$ cat src/gpio_map_pkg.sv
package gpio_map_pkg;
  localparam logic [7:0] ADDR_CONFIG = 8'h00;
  localparam logic [7:0] ADDR_TRIG   = 8'h04;
  localparam logic [7:0] ADDR_STATUS = 8'h08;
  localparam logic [7:0] ADDR_ACTION = 8'h0C;
  localparam logic [7:0] ADDR_WPROT  = 8'h10;
  // config word fields
  localparam int CFG_IN_EN   = 0;
  localparam int CFG_FUNC_LO = 1;
  localparam int CFG_SEL_LO  = 5;
  localparam int CFG_OSEL_LO = 9;
  localparam int CFG_OUT_EN  = 13;
  localparam int CFG_PDN_LO  = 16;
  localparam int CFG_SYNC_LO = 24;
  localparam logic [31:0] CFG_RESET = 32'h0000_0000;
  // status word fields
  localparam int ST_VPDN_LO = 0;
  localparam int ST_IPDN_LO = 4;
  localparam int ST_FGEN_LO = 8;
  localparam int ST_MHI_LO  = 12;
  localparam int ST_NVM_OK  = 16;
  localparam int ST_WR_OK   = 17;
  localparam int ST_LEVEL   = 18;
  // write-protect: bit 0 unlock write, bit 1 reset write over i2c
  localparam int WP_UNLOCK = 0;
  localparam int WP_RESET  = 1;
  // trigger bits: same positions in sw trigger word and action pulses
  localparam int TR_SNAP  = 0;
  localparam int TR_PROT  = 1;
  localparam int TR_CLR   = 2;
  localparam int TR_LOAD  = 3;
  localparam int TR_RST   = 4;
  localparam int TR_WIDTH = 5;
  typedef enum logic [3:0] {
    FN_NONE = 4'h0, FN_SNAP = 4'h2, FN_IPDN = 4'h3, FN_VPDN = 4'h4, FN_PROT = 4'h5,
    FN_CLR = 4'h7, FN_LOAD = 4'h8, FN_FGEN = 4'h9, FN_MARG = 4'hA, FN_RST = 4'hB,
    FN_NVM = 4'hC, FN_WLCK = 4'hD
  } func_t;
  typedef struct packed {
    logic [TR_WIDTH-1:0] act;
    logic [3:0]          load_ch;
  } pulse_t;
endpackage

$ cat src/gpio_function_mapper.sv
`timescale 1ns/1ps
`default_nettype none
module gpio_function_mapper
  import gpio_map_pkg::*;
#(
  parameter int CHANNELS = 4
) (
  input  wire logic                 SYS_CLK_IN,
  input  wire logic                 SYS_RST_IN,
  input  wire logic [7:0]           AWADDR_IN,
  input  wire logic                 AWVALID_IN,
  output logic                      AWREADY_OUT,
  input  wire logic [31:0]          WDATA_IN,
  input  wire logic [3:0]           WSTRB_IN,
  input  wire logic                 WVALID_IN,
  output logic                      WREADY_OUT,
  output logic [1:0]                BRESP_OUT,
  output logic                      BVALID_OUT,
  input  wire logic                 BREADY_IN,
  input  wire logic [7:0]           ARADDR_IN,
  input  wire logic                 ARVALID_IN,
  output logic                      ARREADY_OUT,
  output logic [31:0]               RDATA_OUT,
  output logic [1:0]                RRESP_OUT,
  output logic                      RVALID_OUT,
  input  wire logic                 RREADY_IN,
  input  wire logic                 PIN_IN,
  output logic                      PIN_OUT,
  output logic                      PIN_OE_OUT,
  input  wire logic [7:0]           STATUS_SRC_IN,
  output gpio_map_pkg::pulse_t      ACTION_OUT,
  output logic                      DEVICE_RESET_OUT
);
  import gpio_map_pkg::*;

  logic [31:0] cfg;
  logic [CHANNELS-1:0] vpdn, ipdn, fgen, mhi;
  logic nvm_ok, wr_ok;
  logic s1, s2, s3;
  logic booted;
  logic aw_hold, w_hold;
  logic [7:0] aw_addr;
  logic [31:0] w_data;
  logic [3:0] w_strb;
  pulse_t next_act, act_q;

  // pin synchroniser; s1 read only by s2
  always_ff @(posedge SYS_CLK_IN or posedge SYS_RST_IN) begin
    if (SYS_RST_IN) begin
      s1 <= 1'b1;
      s2 <= 1'b1;
      s3 <= 1'b1;
    end else begin
      s1 <= PIN_IN;
      s2 <= s1;
      s3 <= s2;
    end
  end

  wire         in_en    = cfg[CFG_IN_EN];
  wire         out_en   = cfg[CFG_OUT_EN];
  wire func_t  func     = func_t'(cfg[CFG_FUNC_LO +: 4]);
  wire [CHANNELS-1:0] sel  = cfg[CFG_SEL_LO +: CHANNELS];
  wire [CHANNELS-1:0] sync = cfg[CFG_SYNC_LO +: CHANNELS];
  wire [3:0]   osel     = cfg[CFG_OSEL_LO +: 4];
  wire         active   = in_en && !out_en;
  wire         fall     = active && booted && s3 && !s2;
  wire         rise     = active && booted && !s3 && s2;
  wire         boot_evt = active && !booted;
  wire         lvl_lo   = boot_evt && !s2;
  wire         lvl_hi   = boot_evt && s2;
  wire         do_lo    = fall || lvl_lo;
  wire         do_hi    = rise || lvl_hi;
  // boot level uses s2, so a pin already low at mapping acts once

  // bus
  wire aw_ok = aw_hold || AWVALID_IN;
  wire w_ok  = w_hold || WVALID_IN;
  wire wr_go = aw_ok && w_ok && !BVALID_OUT;
  wire [7:0]  wa = aw_hold ? aw_addr : AWADDR_IN;
  wire [31:0] wd = w_hold ? w_data : WDATA_IN;
  wire [3:0]  ws = w_hold ? w_strb : WSTRB_IN;
  wire [31:0] wmask = {{8{ws[3]}}, {8{ws[2]}}, {8{ws[1]}}, {8{ws[0]}}};
  wire hit_cfg  = wa == ADDR_CONFIG;
  wire hit_trig = wa == ADDR_TRIG;
  wire hit_wp   = wa == ADDR_WPROT;
  wire mapped   = hit_cfg || hit_trig || hit_wp || wa == ADDR_STATUS || wa == ADDR_ACTION;
  // write lock: unlock and i2c reset writes pass, marked via WPROT word
  wire wp_pass  = hit_wp && (wd[WP_UNLOCK] || wd[WP_RESET]);
  wire wr_allow = wr_ok || wp_pass;
  wire do_write = wr_go && wr_allow;
  wire [31:0] next_cfg = (cfg & ~wmask) | (wd & wmask);
  wire sw_trig  = do_write && hit_trig;
  wire [31:0] status_word = {13'h0, s2, wr_ok, nvm_ok,
                             4'(mhi), 4'(fgen), 4'(ipdn), 4'(vpdn)};

  assign AWREADY_OUT = !aw_hold && !BVALID_OUT;
  assign WREADY_OUT  = !w_hold && !BVALID_OUT;
  assign ARREADY_OUT = !RVALID_OUT;

  always_ff @(posedge SYS_CLK_IN or posedge SYS_RST_IN) begin
    if (SYS_RST_IN) begin
      aw_hold    <= 1'b0;
      w_hold     <= 1'b0;
      aw_addr    <= 8'h00;
      w_data     <= 32'h0000_0000;
      w_strb     <= 4'h0;
      BVALID_OUT <= 1'b0;
      BRESP_OUT  <= 2'b00;
    end else begin
      if (wr_go) begin
        aw_hold    <= 1'b0;
        w_hold     <= 1'b0;
        BVALID_OUT <= 1'b1;
        BRESP_OUT  <= mapped ? (wr_allow ? 2'b00 : 2'b10) : 2'b11;
      end else begin
        if (AWVALID_IN && AWREADY_OUT) begin
          aw_hold <= 1'b1;
          aw_addr <= AWADDR_IN;
        end
        if (WVALID_IN && WREADY_OUT) begin
          w_hold <= 1'b1;
          w_data <= WDATA_IN;
          w_strb <= WSTRB_IN;
        end
        if (BVALID_OUT && BREADY_IN) begin
          BVALID_OUT <= 1'b0;
        end
      end
    end
  end

  always_ff @(posedge SYS_CLK_IN or posedge SYS_RST_IN) begin
    if (SYS_RST_IN) begin
      RVALID_OUT <= 1'b0;
      RDATA_OUT  <= 32'h0000_0000;
      RRESP_OUT  <= 2'b00;
    end else if (ARVALID_IN && ARREADY_OUT) begin
      RVALID_OUT <= 1'b1;
      RRESP_OUT  <= 2'b00;
      case (ARADDR_IN)
        ADDR_CONFIG: RDATA_OUT <= cfg;
        ADDR_STATUS: RDATA_OUT <= status_word;
        ADDR_ACTION: RDATA_OUT <= {23'h0, act_q};
        ADDR_TRIG,
        ADDR_WPROT:  RDATA_OUT <= 32'h0000_0000;
        default: begin
          RDATA_OUT <= 32'h0000_0000;
          RRESP_OUT <= 2'b11;
        end
      endcase
    end else if (RVALID_OUT && RREADY_IN) begin
      RVALID_OUT <= 1'b0;
    end
  end

  // cfg is volatile: a pin reset clears it, including a reset mapping
  always_ff @(posedge SYS_CLK_IN or posedge SYS_RST_IN) begin
    if (SYS_RST_IN) begin
      cfg <= CFG_RESET;
    end else if (act_q.act[TR_RST]) begin
      cfg <= CFG_RESET;
    end else if (do_write && hit_cfg) begin
      cfg <= next_cfg;
    end
  end

  always_ff @(posedge SYS_CLK_IN or posedge SYS_RST_IN) begin
    if (SYS_RST_IN) begin
      booted <= 1'b0;
    end else if (active) begin
      booted <= 1'b1;
    end
  end

  // software trigger masked when the pin owns the function
  wire pin_snap = active && func == FN_SNAP;
  wire pin_prot = active && func == FN_PROT;
  wire pin_clr  = active && func == FN_CLR;
  wire pin_load = active && func == FN_LOAD;
  wire pin_rst  = active && func == FN_RST;

  always_comb begin
    next_act = '0;
    next_act.act[TR_SNAP] = (pin_snap && do_lo) || (sw_trig && wd[TR_SNAP] && !pin_snap);
    next_act.act[TR_PROT] = (pin_prot && do_lo) || (sw_trig && wd[TR_PROT] && !pin_prot);
    next_act.act[TR_CLR]  = (pin_clr && do_lo) || (sw_trig && wd[TR_CLR] && !pin_clr);
    // low pulse: reset fires on the falling edge that starts it
    next_act.act[TR_RST]  = (pin_rst && fall) || (sw_trig && wd[TR_RST] && !pin_rst);
    next_act.load_ch = (pin_load && do_lo) ? sel & sync :
                       ((sw_trig && wd[TR_LOAD] && !pin_load) ? sync : '0);
    next_act.act[TR_LOAD] = |next_act.load_ch;
  end

  always_ff @(posedge SYS_CLK_IN or posedge SYS_RST_IN) begin
    if (SYS_RST_IN) begin
      act_q <= '0;
    end else begin
      act_q <= next_act;
    end
  end

  assign ACTION_OUT       = act_q;
  assign DEVICE_RESET_OUT = act_q.act[TR_RST];

  // per-channel state
  wire fn_v = active && func == FN_VPDN;
  wire fn_i = active && func == FN_IPDN;
  wire fn_f = active && func == FN_FGEN;
  wire fn_m = active && func == FN_MARG;
  genvar g;
  generate
    for (g = 0; g < CHANNELS; g++) begin : g_ch
      always_ff @(posedge SYS_CLK_IN or posedge SYS_RST_IN) begin
        if (SYS_RST_IN) begin
          vpdn[g] <= 1'b0;
          ipdn[g] <= 1'b0;
          fgen[g] <= 1'b0;
          mhi[g]  <= 1'b0;
        end else if (sel[g]) begin
          if (fn_v && (do_lo || do_hi)) begin
            vpdn[g] <= do_lo;
          end
          if (fn_i && (do_lo || do_hi)) begin
            ipdn[g] <= do_lo;
          end
          if (fn_f && (do_lo || do_hi)) begin
            fgen[g] <= do_hi;
          end
          if (fn_m && (do_lo || do_hi)) begin
            mhi[g] <= do_hi;
          end
        end
      end
    end
  endgenerate

  // gates default open; pin codes 1100/1101 close them on a high level
  always_ff @(posedge SYS_CLK_IN or posedge SYS_RST_IN) begin
    if (SYS_RST_IN) begin
      nvm_ok <= 1'b1;
      wr_ok  <= 1'b1;
    end else begin
      if (active && func == FN_NVM && (do_lo || do_hi)) begin
        nvm_ok <= do_lo;
      end
      if (active && func == FN_WLCK && (do_lo || do_hi)) begin
        wr_ok <= do_lo;
      end
    end
  end

  // status output: codes 0001 and 0100..1011 select a status input bit
  wire st_valid = osel == 4'h1 || (osel >= 4'h4 && osel <= 4'hB);
  wire st_bit   = osel == 4'h1 ? STATUS_SRC_IN[0] : STATUS_SRC_IN[3'(osel - 4'h4)];
  always_ff @(posedge SYS_CLK_IN or posedge SYS_RST_IN) begin
    if (SYS_RST_IN) begin
      PIN_OUT    <= 1'b0;
      PIN_OE_OUT <= 1'b0;
    end else begin
      PIN_OE_OUT <= out_en;
      PIN_OUT    <= st_valid && st_bit;
    end
  end

  AST_VPDN_FALL: assert property (@(posedge SYS_CLK_IN) disable iff (SYS_RST_IN)
    (fall && fn_v && sel[0] && !act_q.act[TR_RST]) |=> vpdn[0]) else $error("vout powerdown missed");
  AST_MARG_RISE: assert property (@(posedge SYS_CLK_IN) disable iff (SYS_RST_IN)
    (rise && fn_m && sel[0]) |=> mhi[0]) else $error("margin high missed");
  AST_CH_UNSEL: assert property (@(posedge SYS_CLK_IN) disable iff (SYS_RST_IN)
    (!sel[1]) |=> $stable(vpdn[1]) && $stable(fgen[1])) else $error("unselected channel changed");
  AST_RST_FALL: assert property (@(posedge SYS_CLK_IN) disable iff (SYS_RST_IN)
    (fall && pin_rst) |=> DEVICE_RESET_OUT ##1 (cfg == CFG_RESET)) else $error("pin reset missed");
  AST_RST_RISE: assert property (@(posedge SYS_CLK_IN) disable iff (SYS_RST_IN)
    (rise && pin_rst && !sw_trig) |=> !DEVICE_RESET_OUT) else $error("rise caused reset");
  AST_SW_MASK: assert property (@(posedge SYS_CLK_IN) disable iff (SYS_RST_IN)
    (pin_clr && !fall && !lvl_lo) |=> !act_q.act[TR_CLR]) else $error("sw clear not masked");
  AST_LOAD_SYNC: assert property (@(posedge SYS_CLK_IN) disable iff (SYS_RST_IN)
    (pin_load && fall) |=> (act_q.load_ch == $past(sel & sync))) else $error("load channels wrong");
  AST_WLOCK: assert property (@(posedge SYS_CLK_IN) disable iff (SYS_RST_IN)
    (!wr_ok && wr_go && hit_cfg) |=> $stable(cfg) && BRESP_OUT == 2'b10) else $error("locked write landed");
  AST_OE: assert property (@(posedge SYS_CLK_IN) disable iff (SYS_RST_IN)
    out_en |=> PIN_OE_OUT) else $error("output enable lost");
  AST_UNMAPPED: assert property (@(posedge SYS_CLK_IN) disable iff (SYS_RST_IN)
    (!active && !sw_trig) |=> (act_q == '0)) else $error("idle pin acted");
endmodule
`default_nettype wire

$ cat config.mk
export PLATFORM = sky130hd
export DESIGN_NAME = gpio_function_mapper
export DESIGN_NICKNAME = d
export VERILOG_FILES = /design/src/gpio_map_pkg.sv /design/src/gpio_function_mapper.sv
export SDC_FILE = /design/constraint.sdc
export NUM_CORES = 1
export LEC_CHECK = 0
export ABC_AREA = 1
export BUFFER_PORTS_ARGS = -buffer_cell sky130_fd_sc_hd__buf_2
export CORE_UTILIZATION = 60
export CTS_BUF_LIST = sky130_fd_sc_hd__clkbuf_16
export CTS_CLUSTER_DIAMETER = 40
export DETAILED_ROUTE_END_ITERATION = 12
export PLACE_DENSITY = 0.85
export RECOVER_POWER = 100
export SLEW_MARGIN = 10
export SYNTH_ARGS = -nofsm -noshare
export SYNTH_HDL_FRONTEND = slang
export SYNTH_SLANG_ARGS = --single-unit
$ cat constraint.sdc
create_clock -name SYS_CLK_IN -period 7.4 [get_ports SYS_CLK_IN]
set_input_delay 1.48 -clock SYS_CLK_IN [delete_from_list [all_inputs] [get_ports SYS_CLK_IN]]
set_output_delay 1.48 -clock SYS_CLK_IN [all_outputs]
set_load 0.03 [all_outputs]
======== After elaboration in Yosys (flattened, before gate mapping) ========
Index checks and enable logic that the tools add are counted.
operators by class
  add/sub/neg operators ................... 1
  reductions and logical operators ........ 112
  magnitude comparators ................... 3
  bitwise operators ....................... 6
  muxes and demuxes ....................... 22
  equal/unequal tests ..................... 20
operators by type and width
  kind                                           count
  two-way mux 32 bit                             3
  case mux 32 bit (3 select lines)               1
  AND 32 bit                                     2
  logical AND 1 bit                              56
  AND reduction 2 bit                            18
  == test 8 x 4 -> 1 bit, second input constant  4
  inverter 32 bit                                1
  OR 32 bit                                      1
  == test 4 bit, second input constant           6
  == test 8 x 3 -> 1 bit, second input constant  2
  == test 8 x 5 -> 1 bit, second input constant  2
  zero test 8 bit                                2
  logical OR 1 bit                               16
  zero test 1 bit                                13
  == test 4 x 3 -> 1 bit, second input constant  3
  two-way mux 4 bit                              3
  two-way mux 1 bit                              10
  nonzero test 2 bit                             5
  == test 4 x 2 -> 1 bit, second input constant  2
  two-way mux 8 bit                              1
  two-way mux 2 bit                              3
  OR reduction 5 bit                             1
  AND 4 bit                                      1
  == test 4 x 1 -> 1 bit, second input constant  1
  other kinds (7)                                7
storage, ports and cells
  bits in registers ....................... 149
  output and inout port bits .............. 53
  logic and storage cells ................. 201

======== Logic depth before layout (Yosys ltp) ========
Gate-level depths: netlist (run 1).
  depth in word-level cells ............... 11
  mapped depth ............................ 14
  mapped depth without buffers ............ 13

======== Worst setup path after synthesis (run 1) ========
Ideal clock, no wire load.
  kind .................................... input to register
  start ................................... in ARADDR_IN[1]
  end ..................................... reg RDATA_OUT[4]
  path slack .............................. 4.698 ns
  stages on the path ...................... 8
  library setup time ...................... 0.066 ns
  arrival time ............................ 2.636 ns
  buffers on the path ..................... 1
  cells stage by stage .................... nor2_1 -> nand2_1 -> nor3_2 -> inv_2 -> buf_2 -> o22ai_1 -> o21ai_1 -> nand2_1
on the way
  cells in the longest elaborated chain, start to end .. 2
  elaborated cells on any way between the ends .. 4
  those cells by class .................... 2 x eq/ne; 1 x mux; 1 x reduce/logical
ends and longest elaborated chain
  element                                                    RTL line                     source
  start, declared                                            gpio_function_mapper.sv:20   input wire logic [7:0] ARADDR_IN,
  == test 8 x 4 -> 1 bit or zero test 8 bit (tied branches)  gpio_function_mapper.sv:141  case (ARADDR_IN)
  case mux 32 bit (3 select lines) (*)                       gpio_function_mapper.sv:141
  end signal, assigned                                       gpio_function_mapper.sv:142  ADDR_CONFIG: RDATA_OUT <= cfg;
  end signal, assigned                                       gpio_function_mapper.sv:143  ADDR_STATUS: RDATA_OUT <= status_word;
  end signal, assigned                                       gpio_function_mapper.sv:144  ADDR_ACTION: RDATA_OUT <= {23'h0, act_q};
  end, declared                                              gpio_function_mapper.sv:23   output logic [31:0] RDATA_OUT,
Every way passes the cells marked *; elsewhere a longest branch is shown, timed or not.
A chain may end at the register's enable or synchronous reset.

======== Worst setup path in the final report (run 1) ========
  start ................................... in ARVALID_IN
  end ..................................... reg RDATA_OUT[3]
on the way
  cells in the longest elaborated chain, start to end .. 1
ends and longest elaborated chain
  element            RTL line                     source
  start, declared    gpio_function_mapper.sv:21   input wire logic ARVALID_IN,
  logical AND 1 bit  gpio_function_mapper.sv:138  end else if (ARVALID_IN && ARREADY_OUT) begin
Every way passes these cells.

==> flow_metrics.tcl, run 1 <==
set metrics [dict create \
    clock_skew_ps 9.30 \
    seqCellArea_um2 3710 \
    yosysTopAreaCell "dfrtp_1" \
    die-area_um2 12100 \
    coreArea_um2 11400 \
    io_pins 121 \
    period_share_pct 57.8 \
    ys_ff_latch 148 \
    end_kind "flip-flop" \
    diodes 0 \
    setup.worst_path.start_class "primary input" \
    syn_area_um2 7000 \
    grt_setup_unrepaired "false" \
    crit_type "primary input to flip-flop" \
    area_growth_pct 15.6 \
    cts_setup_buffers 0 \
    h-tree-depth 4 \
    synth_top_area_share_pct 51.1 \
    path_delay_family "buffers and inverters" \
    drv_cap 3 \
    fin_crit_ps 4280 \
    yosysWarnings 0 \
    synthFlopType "dfrtp_1" \
    fmax_mhz 234 \
    vias 6374 \
    overflow 0 \
    grt_start_max_net_pins 86 \
    clockBufferDepth 2 \
    layout_common_cells "nand2_1, o21ai_0, dfrtp_1, inv_1, buf_2" \
    wire_per_inst_um 15.1 \
    antenna_left 0 \
    grt_pass1_vias 5626 \
    hold_viol_final 0 \
    synth_edf_count 0 \
    nFillCells 929 \
    via_per_inst 5.60 \
    drive_gt1_share_pct 11.5 \
    final_common_cell "nand2_1" \
    ys_types 40 \
    grt_use_total_pct 29.5 \
    violations "max-capacitance violations, max-slew violations" \
    cpMostUsedCell "nand2_1" \
    clock_sinks 148 \
    ir_drop_v 0.000246 \
    synth.area.top_cells "dfrtp_1, nand2_1, o21ai_0" \
    worst_pin_slew_ps 2690 \
    syn_inst 875 \
    dr.pass1.iters 5 \
    clock_latency_ps 430 \
    total_power_mw 2.29 \
    crit_chain "buf_2 -> nand2_1 -> clkbuf_1 -> clkinv_1 -> o21ai_0 -> nand2_1" \
    dp.cells 1107 \
    cts_tree "built" \
    ctsHoldBuffers 0 \
    drt_wl_total_mm 17.2 \
    chipWidth_um 110 \
    syn_nets 944 \
    crit_fanout 49 \
    drt_iter0_drc 617 \
    avgSynthCellArea_um2 8.00 \
    gp_congestion 0.915 \
    die_h_um 110 \
    drc_errors 0 \
    rows 39 \
    status "finished with violations" \
    ys_seq_area_share_pct 53.0 \
    critPathMaxStageDelay_ps 1420 \
    crit_buf_inv 3 \
    final.setup.tns_ps 0 \
    power_leakage_nw 4.04 \
    fin_nets 1052 \
    clk_pin_slew_ps 60 \
    hpwl_mm 11.5 \
    cts_resized 0 \
    grt_pass1_wl_mm 27.1 \
    crit_path_top_delay_cell "clkbuf_1" \
    final_util_pct 70.9 \
    port_buffers 120 \
    min_path_type "flip-flop to flip-flop" \
    cts_buffers 17 \
    required_ps 7700 \
    p_per_area_nw_per_um2 284 \
    initial_utilization_pct 61.3 \
    clockRootBuffer "clkbuf_16" \
    multi_input_area_um2 2600 \
    setup_viol 0 \
    async_flop_share_pct 100 \
    finalNonFillerCells 1139 \
    antenna_found_initial 0 \
    slew_headroom_pct -80.6 \
    arrival_ps 4580 \
    maxSlewViolCount 189 \
]
kinds of logic (layout without fill, tap and decap cells):
| group | count (synthesis) | in the layout | synth area share (%) |
|---|---|---|---|
| mux | 3 | 3 | 0.482 |
| simple gates | 339 | 339 | 19.7 |
| compound gates | 222 | 222 | 17.4 |
| flops | 148 | 148 | 53.0 |
| buf+inv | 162 | 283 | 9.25 |
| fa+ha+maj | 1 | 1 | 0.179 |
worst register-to-register path: cells and delay by family, from the launching register on:
kind | cells | cell delay [ps]
AOI/OAI and AO/OA | 1 | 320
buffers and inverters | 3 | 2620
DFF | 1 | 350
and+or+nand+nor | 2 | 130
flip-flops by register name, indices dropped and copies added (netlist names), 2 cells and up:
register / flops
RDATA_OUT: 32
cfg: 32
w_data: 32
ACTION_OUT: 9
aw_addr: 8
fgen: 4
ipdn: 4
mhi: 4
status_word: 4
w_strb: 4
BRESP_OUT: 2
cell usage after synthesis (all sizes together) (3+ instances only):
| cell type | count |
|---|---|
| nand2 | 262 |
| o21ai | 148 |
| dfrtp | 143 |
| inv | 126 |
| nor2 | 48 |
| a21oi | 38 |
| clkbuf | 27 |
| o31ai | 16 |
| nand3 | 13 |
| o22ai | 11 |
| buf | 8 |
| nand4 | 7 |
| nor3 | 7 |
| dfstp | 5 |
| o221ai | 5 |
| mux2 | 3 |
layout make-up:
cell class / instances / area share [%]
repair buffers: 124 / 6.85
well taps: 143 / 2.21
clock buffers: 17 / 5.26
flip-flops and latches: 148 / 45.8
inverters: 127 / 5.97
multi-input cells: 565 / 32.1
clock inverters: 15 / 1.76
report_power, final:
part           total, mW  internal [mW]  switching (mW)
Sequential          1.02          0.935          0.0803
Clock              0.826          0.491           0.335
Combinational      0.454          0.143           0.311
per-stage QoR:
stage	cell area [µm²]	hold slack (ps)	setup WS (ps)
floorplan	7000	345	1950
global placement	7660	346	4290
detailed placement	7660	351	4290
CTS	8230	353	4360
global route	8090	362	2660
finish	8090	358	3120
worst paths after layout:
check | start | end | slack (ps) | depth (start not counted)
setup reg to reg | RVALID_OUT | RDATA_OUT[3] | 3860 | 6
setup / recovery | ARVALID_IN | RDATA_OUT[3] | 3120 | 6
max in group asynchronous | SYS_RST_IN | w_data[23] | 3590 | 3
hold / removal | s1 | s2 | 360 | 0
min in group asynchronous | SYS_RST_IN | RDATA_OUT[7] | 1800 | 2
hold reg to reg | s1 | s2 | 360 | 0
routing by layer:
metal,routed length (µm),global-route usage [%],vias up
li1,-,-,3022
met1,7540,41.8,2945
met2,7640,44.6,353
met3,1530,6.29,54
met4,461,11.6,0
met5,0,0,-
Power figures use the tool's default switching activity.
==> inputs of run 2 (changes only) <==
- ABC_AREA: 1 -> 0
- CORE_UTILIZATION: 60 -> 56
- PLACE_DENSITY: 0.85 -> 0.8
- clock period: 7.4 -> 4.3 ns (I/O delays scaled with it)
==> run 2 against run 1 <==
  * The flow still finishes with violations (max-capacitance violations, max-slew violations)
  * Routed wire length is 9.5% lower
  * Synthesized cell count down 35%
  * Register-to-register slack got worse by 2800 ps
  * Sequential cell count is the same
  * Core utilization is 4.0 points lower
  * Clock skew shrank 3.4 ps
  * Critical path type is now flip-flop to flip-flop
  * Critical endpoint is now w_data[18]
==> flow_metrics.tcl, run 2 <==
set metrics [dict create \
    status "finished with violations" \
    drt_wl_total_mm 15.5 \
    ys_seq_area_share_pct 54.2 \
    ys_types 52 \
    synthFlopType "dfrtp_1" \
    async_flop_share_pct 100 \
    hpwl_mm 10.8 \
    yosys.area_share.simple_pct 11.4 \
    yosysWarnings 0 \
    fin_crit_ps 3280 \
    cts_buffers 17 \
    synth_xor_area_share_pct 0.128 \
    clockRootBuffer "clkbuf_16" \
    grt_setup_unrepaired "false" \
    crit_chain "nor2_1 -> nand3_1 -> mux2_2" \
    clock_sinks 148 \
    synth.most_common_cell "dfrtp_1" \
    via_per_inst 5.89 \
    hold_viol_final 0 \
    reg2reg_depth 3 \
    clk_pin_slew_ps 60 \
    wire_per_inst_um 18.4 \
    cts_resized 0 \
    slew_headroom_pct -62.0 \
    ys_ff_latch 148 \
    vias 4965 \
    crit_type "flip-flop to flip-flop" \
    fin_nets 752 \
    power_leakage_nw 3.69 \
    drc_errors 0 \
    drive_gt1_share_pct 29.2 \
    end_kind "flip-flop" \
    diodes 0 \
    final_common_cell "dfrtp_1" \
    period_share_pct 76.2 \
    grt_pass1_vias 5120 \
    multi_input_area_um2 2930 \
    synth_top_area_share_pct 52.3 \
    gp_congestion 0.797 \
    grt_use_total_pct 26.2 \
    drt_iter0_drc 288 \
    required_ps 4600 \
    ir_drop_v 0.000354 \
    coreArea_um2 12000 \
    rr_endpoint "w_data[18]" \
    synth_common_cells "dfrtp_1, mux2_2, nand2_1" \
    seqCellArea_um2 3710 \
    clockBufferDepth 2 \
    synth_compound_area_share_pct 10.0 \
    total_power_mw 4.09 \
    io_pins 121 \
    violations "max-capacitance violations, max-slew violations" \
    r2r-start "w_hold" \
    drv_cap 4 \
    pre_cts_ws_ps 1420 \
    critPathMaxStageDelay_ps 1250 \
    port_buffers 120 \
    r2r_slack_ps 1020 \
    yosysTopAreaCell "dfrtp_1" \
    synth.area.top_cells "dfrtp_1, mux2_2, mux2i_1" \
    crit_fanout 41 \
    crit_path_top_delay_cell "nand3_1" \
    syn_area_um2 6850 \
    die_h_um 113 \
    chipWidth_um 113 \
    rows 40 \
    worst_pin_slew_ps 2430 \
    p_per_area_nw_per_um2 511 \
    clock_skew_ps 5.88 \
    synthAdderAreaFrac_pct 0.183 \
    nFillCells 938 \
    setup.worst_path.start_class "flip-flop" \
    synth_top_family_by_area "multiplexers" \
    grt_start_max_net_pins 98 \
    fmax_mhz 305 \
    cts_setup_buffers 0 \
    die-area_um2 12700 \
    antenna_left 0 \
    arrival_ps 3580 \
    maxSlewViolCount 223 \
    largestRegisters "RDATA_OUT (32), cfg (32), w_data (32)" \
    layout_common_cells "dfrtp_1, mux2_2, buf_2, clkbuf_1, nand2_1" \
    syn_nets 637 \
    area_growth_pct 16.8 \
    initial_utilization_pct 57.2 \
    setup_viol 0 \
    ctsHoldBuffers 0 \
    h-tree-depth 4 \
    grt_pass1_wl_mm 25.5 \
    yosys-mux-area-fraction_pct 21.6 \
    final.setup.tns_ps 0 \
    fin_ws_ps 1020 \
    cts_tree "built" \
    clock_latency_ps 420 \
    antenna_found_initial 0 \
    synth_edf_count 0 \
    avgSynthCellArea_um2 12.1 \
    min_path_type "primary input to async pin" \
    overflow 0 \
    syn_inst 568 \
    dr.pass1.iters 4 \
]
-- run 2: changes by cell type after synthesis, sizes merged, moves of 15 or more --
cell,previous run,this run
nor2b,0,19
nor2,48,29
inv,126,9
nand2,262,54
o2bb2ai,0,16
a22o,0,15
a21oi,38,7
mux2i,0,43
o21ai,148,27
mux2,3,89
-- run 2: worst max-delay path by stage --
stage / start / to / slack (ps) / cells after the start
6_report: w_hold / w_data[18] / 1020 / 3
5_1_grt: w_hold / w_strb[2] / 720 / 3
4_1_cts: w_hold / WREADY_OUT / 1460 / 2
3_5_place_dp: AWADDR_IN[1] / cfg[7] / 1420 / 7
3_3_place_gp: AWADDR_IN[1] / cfg[3] / 1460 / 7
2_1_floorplan: SYS_RST_IN / ACTION_OUT[0] / 1580 / 1
-- run 2: final cells by class --
class | count | share of cell area, %
Sequential cell | 148 | 46.4
Multi-Input combinational cell | 380 | 36.7
Timing Repair Buffer | 127 | 7.09
Clock buffer | 17 | 5.32
Tap cell | 147 | 2.30
Clock inverter | 15 | 1.77
Inverter | 9 | 0.438
-- run 2: worst max-delay path, delay by kind of cell, from the launching register on --
family	cells	cell delay (ps)
AND/OR/NAND/NOR	2	1590
flip-flops	1	780
multiplexers	1	760
-- run 2: report_power, final --
part	switching (mW)	internal (mW)	total (mW)
combinational	0.381	0.428	0.808
clock	0.571	0.843	1.41
sequential	0.227	1.64	1.86
total	1.18	2.91	4.09
-- run 2: stage by stage --
stage               std cells  hold WS, ps  cell area (µm²)  util [%]
finish                    843          345             8000      66.8
global route              843          355             8000      66.8
CTS                       843          332             8140      68.0
detailed placement        811          349             7570      63.3
global placement          811          349             7570      63.3
floorplan                 568          345             6850         -
-- run 2: cells by family (layout without fill, tap and decap cells) --
logic type,after synthesis,count (layout)
multiplexers,134,134
buffers and inverters,40,168
flip-flops,148,148
XOR/XNOR,1,1
adder cells (fa/ha/maj),1,1
AND/OR/NAND/NOR,150,150
AO/OA/AOI/OAI,94,94
-- run 2: layer usage --
layer  vias up  part of all wire, %  global-route usage [%]
met5         -                    0                       0
met2       153                   51                    43.9
met3        22                  5.0                    5.78
met4         0                  1.7                    9.07
met1      2513                   42                    33.7
li1       2277                    -                       -
==> inputs of run 3 (changes only) <==
- ABC_AREA: 0 -> 1
- CORE_UTILIZATION: 56 -> 51
- PLACE_DENSITY: 0.8 -> 0.77
- clock period: 4.3 -> 2.7 ns (I/O delays scaled with it)
==> run 3 against run 2 <==
  * The run now ends clean
  * Worst hold slack got worse by 130 ps
  * Register-to-register slack worse by 570 ps
  * Final cell count is 40% higher
  * Via count increased by 24%
  * Routed wire length grew 9.0%
  * Core utilization is 4.6 points lower
  * Count of clock-buffer cells in the layout unchanged
  * Sequential cell count did not move
  * Non-clock buffer count grew 5
  * Final area is 3.5% higher
  * Setup slack lost 570 ps
  * Global-route usage is 1.1 points lower
  * Largest power group unchanged
==> flow_metrics.tcl, run 3 (synthesis gave the netlist of run 1 again) <==
set metrics [dict create \
    cts_buffers 17 \
    antenna_left 0 \
    clk_pin_slew_ps 60 \
    final.setup.tns_ps 0 \
    die_h_um 119 \
    slew_headroom_pct 22.4 \
    layout_common_cells "nand2_1, dfrtp_1, o21ai_0, inv_1, buf_2" \
    period_share_pct 83.1 \
    hpwl_mm 12.0 \
    maxSlewViolCount 0 \
    crit_chain "inv_6 -> nand2_1 -> nand2_1 -> nand2_1 -> nor2_1 -> nand3_1 -> a21oi_4 -> nand2_4 -> nand2_8 -> nand2_1 -> a21oi_1" \
    clock_latency_ps 430 \
    min_path_type "primary input to flip-flop" \
    grt_use_total_pct 25.0 \
    initial_utilization_pct 52.7 \
    drv_cap 0 \
    via_per_inst 5.22 \
    fmax_mhz 445 \
    clock_sinks 148 \
    drive_gt1_share_pct 12.3 \
    arrival_ps 2590 \
    rows 42 \
    final_common_cell "nand2_1" \
    cts_setup_buffers 0 \
    drt_wl_total_mm 16.9 \
    setup.worst_path.start_class "flip-flop" \
    antenna_found_initial 0 \
    required_ps 3050 \
    hold_viol_final 0 \
    clockRootBuffer "clkbuf_16" \
    crit_type "flip-flop to flip-flop" \
    gp_congestion 0.943 \
    largestRegisters "RDATA_OUT (32), cfg (32), w_data (32)" \
    p_per_area_nw_per_um2 797 \
    overflow 0 \
    wire_per_inst_um 14.3 \
    critPathMaxStageDelay_ps 500 \
    grt_setup_unrepaired "false" \
    clockBufferDepth 2 \
    h-tree-depth 4 \
    crit_fanout 28 \
    power_leakage_nw 4.12 \
    cpMostUsedCell "nand2_1" \
    grt_pass1_vias 5720 \
    fin_nets 1060 \
    end_kind "flip-flop" \
    worst_pin_slew_ps 1160 \
    fin_hold_ws_ps 211 \
    area_growth_pct 18.1 \
    diodes 0 \
    crit_path_top_delay_cell "dfrtp_1" \
    cts_resized 0 \
    cts_tree "built" \
    setup_viol 0 \
    clock_skew_ps 9.06 \
    fin_crit_ps 2240 \
    grt_start_max_net_pins 75 \
    io_pins 121 \
    ir_drop_v 0.000532 \
    coreArea_um2 13300 \
    drt_iter0_drc 562 \
    port_buffers 120 \
    drc_errors 0 \
    status "finished clean" \
    die-area_um2 14200 \
    vias 6160 \
    grt_pass1_wl_mm 27.9 \
    dr.pass1.iters 6 \
    chipWidth_um 119 \
    ctsHoldBuffers 0 \
]
==> run 3: cell count changes in the layout (fill, tap and decap cells not counted), moves of 30 or more <==
cell and change:
mux2_2 -86, a21oi_1 +30, o21ai_0 +116, nand2_1 +205, inv_1 +115, mux2i_1 -43
==> run 3: per-stage QoR <==
stage	worst slack (ps)	std cells	total power [mW]	utilization, %	cell area [µm²]
after detailed placement	563	1148	4.09	58.4	7770
after global routing	220	1180	6.97	62.2	8280
after CTS	632	1180	6.65	63.2	8410
after floorplan	303	875	3.75	-	7010
final	455	1180	6.60	62.2	8280
after global placement	636	1148	4.04	58.4	7770
==> run 3: metal layers <==
layer | vias to the layer above | part of all wire, % | GRT usage (%)
li1 | 3048 | - | -
met1 | 2833 | 49 | 36.2
met2 | 254 | 43 | 37.1
met3 | 25 | 6.7 | 5.94
met4 | 0 | 1.5 | 8.07
met5 | - | 0 | 0
==> run 3: path summary, 6_finish.rpt <==
check	start	endpoint	slack (ps)	cells after the start
worst min register to register	s1	s2	360	0
worst min-delay path	PIN_IN	s1	210	1
worst max-delay path	aw_hold	cfg[29]	460	11
worst max register to register	aw_hold	cfg[29]	460	11
min in group asynchronous	SYS_RST_IN	status_word[0]	340	2
max in group asynchronous	SYS_RST_IN	w_data[18]	790	3
==> run 3: area by class of cell <==
class,instances,area [µm²]
Sequential cell,148,3710
Fill cell,1186,5020
Clock buffer,17,425
Timing Repair Buffer,132,602
Clock inverter,15,211
Multi-Input combinational cell,565,2620
Tap cell,176,220
Inverter,127,483
==> run 3: worst max-delay path, delay by kind of cell (launching register included) <==
kind                   cells  cell delay, ps
DFF                        1             500
and+or+nand+nor            8            1090
buffers and inverters      1             120
AOI/OAI and AO/OA          2             450
==> run 3: power by group <==
part	internal (mW)	switching (mW)	leakage, nW
Clock	1.63	0.926	0.300
Sequential	2.56	0.203	1.96
Combinational	0.405	0.877	1.86
Total	4.59	2.01	4.12
